<file path="src/crci_pkg.sv">
// Package for the cascade reset and configuration init block.
// Assumes a single 200 MHz clock shared by the controller and every device.
package crci_pkg;

  // ==========================================================================
  // Opcodes, fields and positions
  // ==========================================================================
  localparam logic [11:0] OP_WRITE_CONFIG = 12'h006;
  localparam logic [11:0] OP_LOAD_PAGE = 12'h03C;
  localparam logic [11:0] OP_CLEAR_FULL = 12'h03D;
  localparam logic [11:0] OP_RESET = 12'h03F;
  localparam logic [11:0] OP_COMPARE = 12'h019;
  localparam logic [11:0] OP_WRITE_DS = 12'h008;
  localparam logic [11:0] OP_NOP = 12'h003;
  localparam int OPCODE_WIDTH = 12;
  localparam int WRITE_SELECT_POS = 13;
  localparam int LOWEST_PRIORITY_POS = 25;
  localparam int MODE_LO_POS = 26;
  localparam int MODE_HI_POS = 27;
  localparam int SELECT_DISABLE_POS = 8;
  localparam logic [1:0] MODE_HARDWARE = 2'h0;
  localparam logic [31:0] CONFIG_RESET = 32'h0200_0000;
  localparam logic [31:0] DS_RESET = 32'h0000_0100;

  // ==========================================================================
  // Timing
  // ==========================================================================
  localparam int CLK_PERIOD_PS = 5000;
  localparam int RESET_HOLD_NS = 50;
  localparam int RESET_HOLD_CYC =
    (RESET_HOLD_NS * 1000 + CLK_PERIOD_PS - 1) / CLK_PERIOD_PS;
  localparam int FLAG_TIME_CYC = 2;
  localparam int STAGE_DELAY_CYC = 1;
  localparam int FULL_SPACING_CYC = 2;

  // Controller command codes from its Wishbone command register.
  typedef enum logic [2:0] {
    CRCI_CMD_NONE = 3'b000,
    CRCI_CMD_CONFIG = 3'b001,
    CRCI_CMD_PAGE = 3'b010,
    CRCI_CMD_CLEAR = 3'b011,
    CRCI_CMD_COMPARE = 3'b100,
    CRCI_CMD_SRESET = 3'b101,
    CRCI_CMD_DSEL = 3'b110
  } crci_cmd_t;

  localparam logic [3:0] REG_CMD = 4'h0;
  localparam logic [3:0] REG_DATA = 4'h4;
  localparam logic [3:0] REG_STATUS = 4'h8;
  localparam logic [3:0] REG_PRIO = 4'hC;

endpackage : crci_pkg

</file>
<file path="src/crci_if.sv">
// Link between the packet controller and one cascaded device.
// Assumes the bench drives the chain inputs of its one device directly.
`timescale 1ns/1ps
interface crci_if;
  logic reset_n;
  logic cycle_enable_n;
  logic address_valid_n;
  logic chip_select_a_n;
  logic chip_select_b_n;
  logic output_enable_n;
  logic [31:0] data_lines;
  logic match_chain_in_n;
  logic match_chain_out_n;
  logic full_chain_in_n;
  logic full_chain_out_n;
  logic local_match;
  logic [3:0] page_address;

  modport device (
    input reset_n, cycle_enable_n, address_valid_n, chip_select_a_n,
    input chip_select_b_n, output_enable_n, data_lines,
    input match_chain_in_n, full_chain_in_n,
    output match_chain_out_n, full_chain_out_n, local_match, page_address
  );
  modport ctrl (
    output reset_n, cycle_enable_n, address_valid_n, chip_select_a_n,
    output chip_select_b_n, output_enable_n, data_lines,
    input match_chain_out_n, full_chain_out_n, local_match
  );
endinterface : crci_if

</file>
<file path="src/crci_device.sv">
// Device end: instruction register, configuration, selection and chains.
// Assumes the controller obeys the cycle protocol; one-cycle strobe pulses.
`timescale 1ns/1ps

module crci_device (
  input wire logic MCLK, // System clock.
  input wire logic RST_N, // Asynchronous reset, active low.
  crci_if.device LINK, // Controller and chain side.
  input wire logic [31:0] ENTRY, // Stored entry to compare against.
  output logic HW_MODE, // High in hardware control mode.
  output logic [31:0] CONFIG // Configuration register contents.
);
  logic [11:0] instr;
  logic instr_read;
  logic [31:0] config_reg;
  logic [31:0] dsel;
  logic hw_mode;
  logic full;
  logic match;
  logic enable_d;
  logic strobe_fall;
  logic strobe_rise;
  logic selected;
  logic hit;
  logic load_instr;
  logic exec;
  logic is_wr;
  logic soft_reset;
  logic [3:0] page;
  logic wr_exec;
  logic do_config;
  logic do_dsel;
  logic do_page;
  logic do_clear;
  logic do_cmp;

  // ==========================================================================
  // Strobe edges, selection and decode
  // ==========================================================================
  assign strobe_fall = enable_d & ~LINK.cycle_enable_n;
  assign strobe_rise = ~enable_d & LINK.cycle_enable_n;
  assign page = config_reg[3:0];
  assign selected = ~LINK.chip_select_a_n | ~LINK.chip_select_b_n |
    (~dsel[crci_pkg::SELECT_DISABLE_POS] &
    (dsel[3:0] == page));
  assign load_instr = strobe_fall & selected & LINK.address_valid_n;
  assign exec = strobe_fall & selected & ~LINK.address_valid_n;
  assign is_wr = ~instr_read;
  assign soft_reset = exec & is_wr & (instr == crci_pkg::OP_RESET);
  // A held instruction runs again on every execute cycle, in hardware mode
  // too, since only instruction loads are shut off there.
  assign wr_exec = exec & is_wr;
  assign do_config = wr_exec & (instr == crci_pkg::OP_WRITE_CONFIG);
  assign do_dsel = wr_exec & (instr == crci_pkg::OP_WRITE_DS);
  // Only the top non-full device sees a low full input while not full.
  assign do_page = wr_exec & (instr == crci_pkg::OP_LOAD_PAGE) &
    ~LINK.full_chain_in_n & ~full;
  assign do_clear = wr_exec & (instr == crci_pkg::OP_CLEAR_FULL);
  assign do_cmp = wr_exec & (instr == crci_pkg::OP_COMPARE);
  // Parallel local compare; sampled at the execute strobe fall, moved into the flag at strobe rise.
  assign hit = (LINK.data_lines == ENTRY);

  // ==========================================================================
  // Instruction register and configuration
  // ==========================================================================
  always_ff @(posedge MCLK or negedge RST_N)
  begin
    if (!RST_N)
    begin
      enable_d <= 1'b1;
      instr <= crci_pkg::OP_NOP;
      instr_read <= 1'b0;
      config_reg <= crci_pkg::CONFIG_RESET;
      dsel <= crci_pkg::DS_RESET;
      hw_mode <= 1'b0;
    end
    else if (!LINK.reset_n)
    begin
      // The link reset is taken on the clock, so a short pulse on the shared
      // line cannot leave the device halfway through a cycle.
      enable_d <= 1'b1;
      instr <= crci_pkg::OP_NOP;
      instr_read <= 1'b0;
      config_reg <= crci_pkg::CONFIG_RESET;
      dsel <= crci_pkg::DS_RESET;
      hw_mode <= 1'b0;
    end
    else
    begin
      enable_d <= LINK.cycle_enable_n;
      if (soft_reset)
      begin
        // Software reset keeps the lowest-priority bit as it stands.
        instr <= crci_pkg::OP_NOP;
        instr_read <= 1'b0;
        hw_mode <= 1'b0;
        dsel <= crci_pkg::DS_RESET;
      end
      else if (load_instr && !hw_mode)
      begin
        instr <= LINK.data_lines[11:0];
        instr_read <= LINK.data_lines[crci_pkg::WRITE_SELECT_POS];
      end
      else
      begin
        if (do_config)
        begin
          config_reg <= LINK.data_lines;
          hw_mode <= (LINK.data_lines[crci_pkg::MODE_HI_POS:
            crci_pkg::MODE_LO_POS] == crci_pkg::MODE_HARDWARE);
        end
        if (do_dsel)
          dsel <= LINK.data_lines;
        if (do_page)
          config_reg[3:0] <= dsel[3:0];
      end
    end
  end

  // ==========================================================================
  // Flags: change only when the strobe returns high
  // ==========================================================================
  // Results wait in these until the strobe returns high.
  logic pend_page;
  logic pend_clear;
  logic pend_cmp;
  logic pend_hit;
  always_ff @(posedge MCLK or negedge RST_N)
  begin
    if (!RST_N)
    begin
      full <= 1'b0;
      match <= 1'b0;
      pend_page <= 1'b0;
      pend_clear <= 1'b0;
      pend_cmp <= 1'b0;
      pend_hit <= 1'b0;
    end
    else if (!LINK.reset_n)
    begin
      full <= 1'b0;
      match <= 1'b0;
      pend_page <= 1'b0;
      pend_clear <= 1'b0;
      pend_cmp <= 1'b0;
      pend_hit <= 1'b0;
    end
    else
    begin
      if (wr_exec)
      begin
        pend_page <= do_page;
        pend_clear <= do_clear;
        pend_cmp <= do_cmp;
        pend_hit <= hit;
      end
      // Set and clear never meet: each comes from its own instruction.
      if (strobe_rise)
      begin
        if (pend_page)
          full <= 1'b1;
        if (pend_clear)
          full <= 1'b0;
        if (pend_cmp)
          match <= pend_hit;
        pend_page <= 1'b0;
        pend_clear <= 1'b0;
        pend_cmp <= 1'b0;
      end
    end
  end

  // ==========================================================================
  // Chain and status outputs
  // ==========================================================================
  assign LINK.match_chain_out_n = LINK.match_chain_in_n & ~match;
  // A full device under a free one keeps its output high, so a gap anywhere
  // above still lets the next write through.
  assign LINK.full_chain_out_n = ~(~LINK.full_chain_in_n & full);
  assign LINK.local_match = match;
  assign LINK.page_address = page;
  assign HW_MODE = hw_mode;
  assign CONFIG = config_reg;

endmodule : crci_device

</file>
<file path="src/flat_wrapper.sv">
// flat-port wrapper written by rule: the top's interface ports become plain ports
module crci_device_flat 
  (MCLK, RST_N, ENTRY, HW_MODE, CONFIG, LINK_reset_n, LINK_cycle_enable_n, LINK_address_valid_n, LINK_chip_select_a_n, LINK_chip_select_b_n, LINK_output_enable_n, LINK_data_lines, LINK_match_chain_in_n, LINK_full_chain_in_n, LINK_match_chain_out_n, LINK_full_chain_out_n, LINK_local_match, LINK_page_address);
  crci_if LINK_i ();
  input wire logic MCLK;
  input wire logic RST_N;
  input wire logic [31:0] ENTRY;
  output logic HW_MODE;
  output logic [31:0] CONFIG;
  input wire logic [$bits(LINK_i.reset_n)-1:0] LINK_reset_n;
  input wire logic [$bits(LINK_i.cycle_enable_n)-1:0] LINK_cycle_enable_n;
  input wire logic [$bits(LINK_i.address_valid_n)-1:0] LINK_address_valid_n;
  input wire logic [$bits(LINK_i.chip_select_a_n)-1:0] LINK_chip_select_a_n;
  input wire logic [$bits(LINK_i.chip_select_b_n)-1:0] LINK_chip_select_b_n;
  input wire logic [$bits(LINK_i.output_enable_n)-1:0] LINK_output_enable_n;
  input wire logic [$bits(LINK_i.data_lines)-1:0] LINK_data_lines;
  input wire logic [$bits(LINK_i.match_chain_in_n)-1:0] LINK_match_chain_in_n;
  input wire logic [$bits(LINK_i.full_chain_in_n)-1:0] LINK_full_chain_in_n;
  output wire logic [$bits(LINK_i.match_chain_out_n)-1:0] LINK_match_chain_out_n;
  output wire logic [$bits(LINK_i.full_chain_out_n)-1:0] LINK_full_chain_out_n;
  output wire logic [$bits(LINK_i.local_match)-1:0] LINK_local_match;
  output wire logic [$bits(LINK_i.page_address)-1:0] LINK_page_address;
  assign LINK_i.reset_n = LINK_reset_n;
  assign LINK_i.cycle_enable_n = LINK_cycle_enable_n;
  assign LINK_i.address_valid_n = LINK_address_valid_n;
  assign LINK_i.chip_select_a_n = LINK_chip_select_a_n;
  assign LINK_i.chip_select_b_n = LINK_chip_select_b_n;
  assign LINK_i.output_enable_n = LINK_output_enable_n;
  assign LINK_i.data_lines = LINK_data_lines;
  assign LINK_i.match_chain_in_n = LINK_match_chain_in_n;
  assign LINK_i.full_chain_in_n = LINK_full_chain_in_n;
  assign LINK_match_chain_out_n = LINK_i.match_chain_out_n;
  assign LINK_full_chain_out_n = LINK_i.full_chain_out_n;
  assign LINK_local_match = LINK_i.local_match;
  assign LINK_page_address = LINK_i.page_address;
  crci_device u_core (.MCLK(MCLK), .RST_N(RST_N), .LINK(LINK_i), .ENTRY(ENTRY), .HW_MODE(HW_MODE), .CONFIG(CONFIG));
endmodule
</file>
<file path="config.mk">
export PLATFORM = sky130hd
export DESIGN_NAME = crci_device_flat
export DESIGN_NICKNAME = d
export VERILOG_FILES = /design/src/crci_pkg.sv /design/src/crci_if.sv /design/src/crci_device.sv /design/src/flat_wrapper.sv
export SDC_FILE = /design/constraint.sdc
export NUM_CORES = 1
export LEC_CHECK = 0
export ABC_AREA = 1
export BUFFER_PORTS_ARGS = -buffer_cell sky130_fd_sc_hd__buf_2
export CORE_AREA = 2 2 87 89
export CTS_BUF_LIST = sky130_fd_sc_hd__clkbuf_8
export CTS_CLUSTER_SIZE = 16
export DETAILED_ROUTE_END_ITERATION = 8
export DIE_AREA = 0 0 89 91
export GPL_TIMING_DRIVEN = 0
export HOLD_SLACK_MARGIN = 0.12
export PLACE_DENSITY = 0.77
export SLEW_MARGIN = 40
export SYNTH_ARGS = -nofsm -noshare
export SYNTH_HDL_FRONTEND = slang
export SYNTH_SLANG_ARGS = --single-unit
</file>
<file path="constraint.sdc">
create_clock -name MCLK -period 1.4 [get_ports MCLK]
set_input_delay 0.42 -clock MCLK [delete_from_list [all_inputs] [get_ports MCLK]]
set_output_delay 0.42 -clock MCLK [all_outputs]
set_load 0.02 [all_outputs]
</file>
# --- Yosys cells after proc, flatten, opt, wreduce, memory -nomap -nowiden ---
# Cells that the tools add are included.
op_classes:
  eq_ne: 21
  muxes: 38
  n_bitwise: 30
  n_reduce_logical: 9
ops:
  columns: ["operator", "count"]
  rows:
  - ["$mux W32", 4]
  - ["$eq A12 B6 Y1 const B", 3]
  - ["$mux W12", 3]
  - ["$mux W9", 4]
  - ["$eq A32 B32 Y1", 1]
  - ["$mux W1", 26]
  - ["$ne A3 B1 Y1 const B", 6]
  - ["$and A1 B1 Y1", 17]
  - ["$eq A12 B3 Y1 const B", 1]
  - ["$eq A12 B4 Y1 const B", 1]
  - ["$eq A12 B5 Y1 const B", 1]
  - ["$not A1 Y1", 11]
  - ["$ne A2 B1 Y1 const B", 4]
  - ["$reduce_and A2 Y1", 4]
  - ["$reduce_and A3 Y1", 2]
  - ["$eq A4 B4 Y1", 1]
  - ["$mux W4", 1]
  - ["$ne A2 B2 Y1 const B", 2]
  - ["$ne A3 B2 Y1 const B", 1]
  - ["$logic_not A2 Y1", 1]
  - ["$or A1 B1 Y1", 2]
  - ["$logic_and A1 B1 Y1", 1]
  - ["$logic_not A1 Y1", 1]
word_totals:
  reg_bits: 62
  input_bits: 74
  out_inout_bits: 40
  wordCells: 111

# --- Longest topological paths before layout ---
depth:
  word_depth: 13
  mapped_depth: 12

# --- Worst setup path after synthesis ---
# Ideal clock, no wire load.
synth_path:
  kind: "register to register"
  from: "reg u_core.config_reg[0] (netlist: u_core.CONFIG[0])"
  to: "reg u_core.config_reg[21] (netlist: u_core.CONFIG[21])"
  setup_ns: 0.135
  arrival_ns: 1.498
  required_time_ns: 1.265
  path_slack_ns: -0.233
  path_stages_with_launch: 13
  n_path_buf: 1
  synth_period_minus_slack_ns: 1.633
  cell_sequence: "dfrtp_1 inv_1 nand2_1 nand2_1 nor2_1 nand3_1 nand2_2 nand4_4 nand2_4 inv_2 buf_6 nand2_1 o31ai_1"
synth_between:
  elab_chain_len: 9
  elab_cells_between_ends: 14
synth_rtl:
  columns: ["element", "line", "text"]
  rows:
  - ["start: declaration", "crci_device.sv:15", "logic [31:0] config_reg;"]
  - ["start signal: assignment", "crci_device.sv:73", "config_reg <= crci_pkg::CONFIG_RESET;"]
  - ["start signal: assignment", "crci_device.sv:84", "config_reg <= crci_pkg::CONFIG_RESET;"]
  - ["start signal: assignment", "crci_device.sv:108", "config_reg <= LINK.data_lines;"]
  - ["$eq A4 B4 Y1 (*)", "crci_device.sv:45", "(dsel[3:0] == page));"]
  - ["$and A1 B1 Y1 (*)", "crci_device.sv:44", "(~dsel[crci_pkg::SELECT_DISABLE_POS] &"]
  - ["$or A1 B1 Y1 (*)", "crci_device.sv:43", "assign selected = ~LINK.chip_select_a_n | ~LINK.chip_select_b_n |"]
  - ["$and A1 B1 Y1 (*)", "crci_device.sv:46, crci_device.sv:47", null]
  - ["$and A1 B1 Y1", "crci_device.sv:47", "assign exec = strobe_fall & selected & ~LINK.address_valid_n;"]
  - ["$and A1 B1 Y1", "crci_device.sv:49, crci_device.sv:52", null]
  - ["$and A1 B1 Y1 (on tied branches)", "crci_device.sv:53, crci_device.sv:49", null]
  - ["$ne A2 B1 Y1 (no source line) or $ne A2 B2 Y1 (tied branches)", null, null]
  - ["$reduce_and A3 Y1 (no source line) (*)", null, null]
# Every way passes the cells marked *; elsewhere a longest branch is shown, timed or not.
# A chain may end at the register's enable or synchronous reset.

# --- Worst setup path after layout ---
layout_path:
  from: "reg u_core.instr[11]"
  to: "reg u_core.config_reg[12] (netlist: u_core.CONFIG[12])"
layout_between:
  elab_chain_len: 4
  elab_cells_between_ends: 7
layout_rtl:
  columns: ["element", "line", "text"]
  rows:
  - ["start: declaration", "crci_device.sv:13", "logic [11:0] instr;"]
  - ["start signal: assignment", "crci_device.sv:71", "instr <= crci_pkg::OP_NOP;"]
  - ["start signal: assignment", "crci_device.sv:82", "instr <= crci_pkg::OP_NOP;"]
  - ["start signal: assignment", "crci_device.sv:94", "instr <= crci_pkg::OP_NOP;"]
  - ["$eq A12 B3 Y1 or $eq A12 B6 Y1 (tied branches)", "crci_device.sv:53, crci_device.sv:49", null]
  - ["$and A1 B1 Y1 (on tied branches)", "crci_device.sv:53, crci_device.sv:49", null]
  - ["$ne A2 B1 Y1 (no source line) or $ne A2 B2 Y1 (tied branches)", null, null]
  - ["$reduce_and A3 Y1 (no source line) (*)", null, null]
# Marks and branches as above.

==> results.sh <==
export IMPL_insertion_delay_ns=0.34
export IMPL_yosys_top_cells_area="dfrtp_1, nand2_1, inv_1, nand3_1, nor2_1"
export IMPL_violations="setup timing"
export IMPL_synth_cell_type_count=33
export IMPL_drt_pass1_iter_count=5
export IMPL_antenna_found_initial=0
export IMPL_cts_buffers_inserted=9
export IMPL_grt_usage_pct=27.0
export IMPL_layout_commonest_cell="buf_2"
export IMPL_die_h_um=91
export IMPL_path_class="flop to flop"
export IMPL_cpPeakStageDelay_ns=0.38
export IMPL_synthFlopType="dfrtp_1"
export IMPL_maxSlewViolCount=0
export IMPL_io_buffers=112
export IMPL_slew_headroom_pct=44.0
export IMPL_initial_core_util_pct=46.0
export IMPL_vias_per_cell=5.33
export IMPL_hold_worst_slack_ns=0.145
export IMPL_crit_fanout=7
export IMPL_synth_edf_count=0
export IMPL_rsz0062_at_grt="yes"
export IMPL_slowest_stage="dfrtp_1"
export IMPL_synth_top_area_cell="dfrtp_1"
export IMPL_syn_num_nets=500
export IMPL_htree_num_levels=3
export IMPL_status="finished with violations"
export IMPL_crit_buf_inv=4
export IMPL_die_w_um=89
export IMPL_drv_cap=0
export IMPL_core_um2=7140
export IMPL_critical_path_cell_chain="inv_2, nand2_2, nor2_4, inv_4, nor3_4, nand4_4, nand2_4, inv_8, buf_16, nand2_1, o31ai_2"
export IMPL_routed_wl_um=11300
export IMPL_drive_above_1_share_pct=47.6
export IMPL_drc=0
export IMPL_clkTransAtPathRegs_ns=0.07
export IMPL_syn_inst=426
export IMPL_leakage_uw=0.00261
export IMPL_clock_sinks=58
export IMPL_cts_max_path_buffers=2
export IMPL_dieArea_um2=8100
export IMPL_required_ns=1.58
export IMPL_period_needed_ns=1.78
export IMPL_clockRootBuffer="clkbuf_8"
export IMPL_synthArstFlopShare_pct=100
export IMPL_cts_tree="yes"
export IMPL_fin_skew_ns=0.0118
export IMPL_grt_start_max_net_pins=59
export IMPL_setup_viol=62
export IMPL_yosys_register_bits=58
export IMPL_startpoint_type="flop"
export IMPL_fin_crit_sh_pct=127
export IMPL_grt_pass1_wl_um=16700
export IMPL_avgSynthCellArea_um2=7.70
export IMPL_fin_nets=659
export IMPL_hp_class="input port to asynchronous set/reset pin"
export IMPL_setup_ws_ns=-0.384
export IMPL_gp_congestion=0.854
export IMPL_endpoint_kind="flop"
export IMPL_wl_per_cell_um=16.3
export IMPL_n_antenna_cell=0
export IMPL_grt_pass1_vias=3487
export IMPL_areaGrowthSynthToFinish_pct=51.7
export IMPL_core_rowCount=31
export IMPL_power_density_nw_per_um2=819
export IMPL_finalHoldViolCount=0
export IMPL_dp_hpwl_um=7070
export IMPL_synth_area_um2=3280
export IMPL_max_freq_ghz=0.561
export IMPL_tightest_slew_ns=0.840
export IMPL_io_pins=114
export IMPL_ys_warnings_count=0
export IMPL_drtIter0Drc=344
export IMPL_num_vias=3671
export IMPL_yosysSeqAreaShare_pct=44.4
export IMPL_layout_filler_cells=567
export IMPL_ir_worst_vdd_mv=0.509
export IMPL_final_cell_mix="buf_2, nand2_1, inv_1, dfrtp_1, nor2_1"
export IMPL_path_delay_family="simple AND/OR/NAND/NOR gates"
export IMPL_cp_arrival_ns=1.97
export IMPL_place_ws_ns=-0.421
export IMPL_postRouteAntennaNets=0
export IMPL_yosysTopAreaCellShare_pct=40.4
export IMPL_overflow=0
==> logic make-up after synthesis <==
family                    count (synthesis)  share of synthesized area, %
and+or+nand+nor                         239                          34.1
xor gates and xnor gates                 14                          3.74
buffers and inverters                    77                          10.5
DFF                                      58                          44.4
AOI/OAI and AO/OA                        38                          7.17
==> per-stage QoR <==
| stage | area [um2] | std cells | utilization [%] | power [uW] | TNS (ns) |
|---|---|---|---|---|---|
| 4_1_cts | 4600 | 677 | 64.4 | 3930 | -12.98 |
| 3_3_place_gp | 3990 | 637 | 55.9 | 2500 | -25.23 |
| 3_5_place_dp | 4000 | 637 | 56.0 | 2530 | -17.42 |
| 2_1_floorplan | 3310 | 426 | - | 2210 | -5.88 |
| 5_1_grt | 4970 | 689 | 69.7 | 4250 | -20.98 |
| 6_report | 4970 | 689 | 69.7 | 4070 | -16.13 |
==> state kept, by name, summed over array words and instances (netlist names) <==
name                     count
u_core.pend_page             1
u_core.pend_cmp              1
u_core.pend_clear            1
u_core.dsel                  5
u_core.HW_MODE               1
u_core.LINK.local_match      1
u_core.enable_d              1
u_core.instr                12
u_core.full                  1
u_core.instr_read            1
u_core.CONFIG               32
u_core.pend_hit              1
==> final timing paths <==
| path | from | end | slack, ns | cells past startpoint |
|---|---|---|---|---|
| hold reg to reg | u_core.pend_clear | u_core.full | 0.48 | 1 |
| setup / recovery | u_core.instr[11] | u_core.CONFIG[12] | -0.38 | 11 |
| hold / removal | RST_N | u_core.pend_page | 0.15 | 1 |
| setup reg to reg | u_core.instr[11] | u_core.CONFIG[12] | -0.38 | 11 |
| min in group MCLK | LINK_data_lines[25] | u_core.CONFIG[25] | 0.34 | 3 |
| max in group asynchronous | RST_N | u_core.CONFIG[5] | 0.72 | 1 |
==> synth_stat cells, types with 3 or more instances <==
master    number
xor2_1         5
nand3_1       38
o21ai_1       10
nand2_1      110
xnor2_1        9
dfstp_2        5
or2_2          9
buf_6          4
clkbuf_1       3
buf_4          6
nor2_1        37
inv_1         56
nor2_2         4
o31ai_1       14
a21oi_1        7
inv_2          5
dfrtp_1       53
o21ai_0        5
nand4_1       21
nor3_1        10
==> routing by layer <==
| metal | part of all wire [%] | global-route usage, % | up-vias |
|---|---|---|---|
| met1 | 39 | 33.8 | 1745 |
| met5 | 0 | 0 | - |
| met3 | 7.2 | 5.82 | 35 |
| li1 | - | - | 1704 |
| met2 | 50 | 43.7 | 187 |
| met4 | 4.0 | 12.7 | 0 |
==> final cells by class <==
type                    count  area [um2]  share of cell area, %
clock inverters             6        26.3                  0.528
repair buffers            147         956                   19.2
clock buffers              10         138                   2.77
inverters                  61         241                   4.85
well taps                  99         124                   2.49
multi-input cells         292        1870                   37.7
plain buffers              16         153                   3.07
flip-flops and latches     58        1460                   29.4
==> what timing repair did <==
action,in CTS,in global routing
gates resized for setup,66,72
endpoints found under the setup margin,62,65
gates cloned,3,3
pin swaps,28,19
hold buffers,0,0
buffers inserted,21,9
==> power by group <==
group | switching (uW) | internal (uW)
logic | 557 | 404
clock network | 656 | 661
registers | 48.4 | 1750
(Power assumes the default switching activity.)
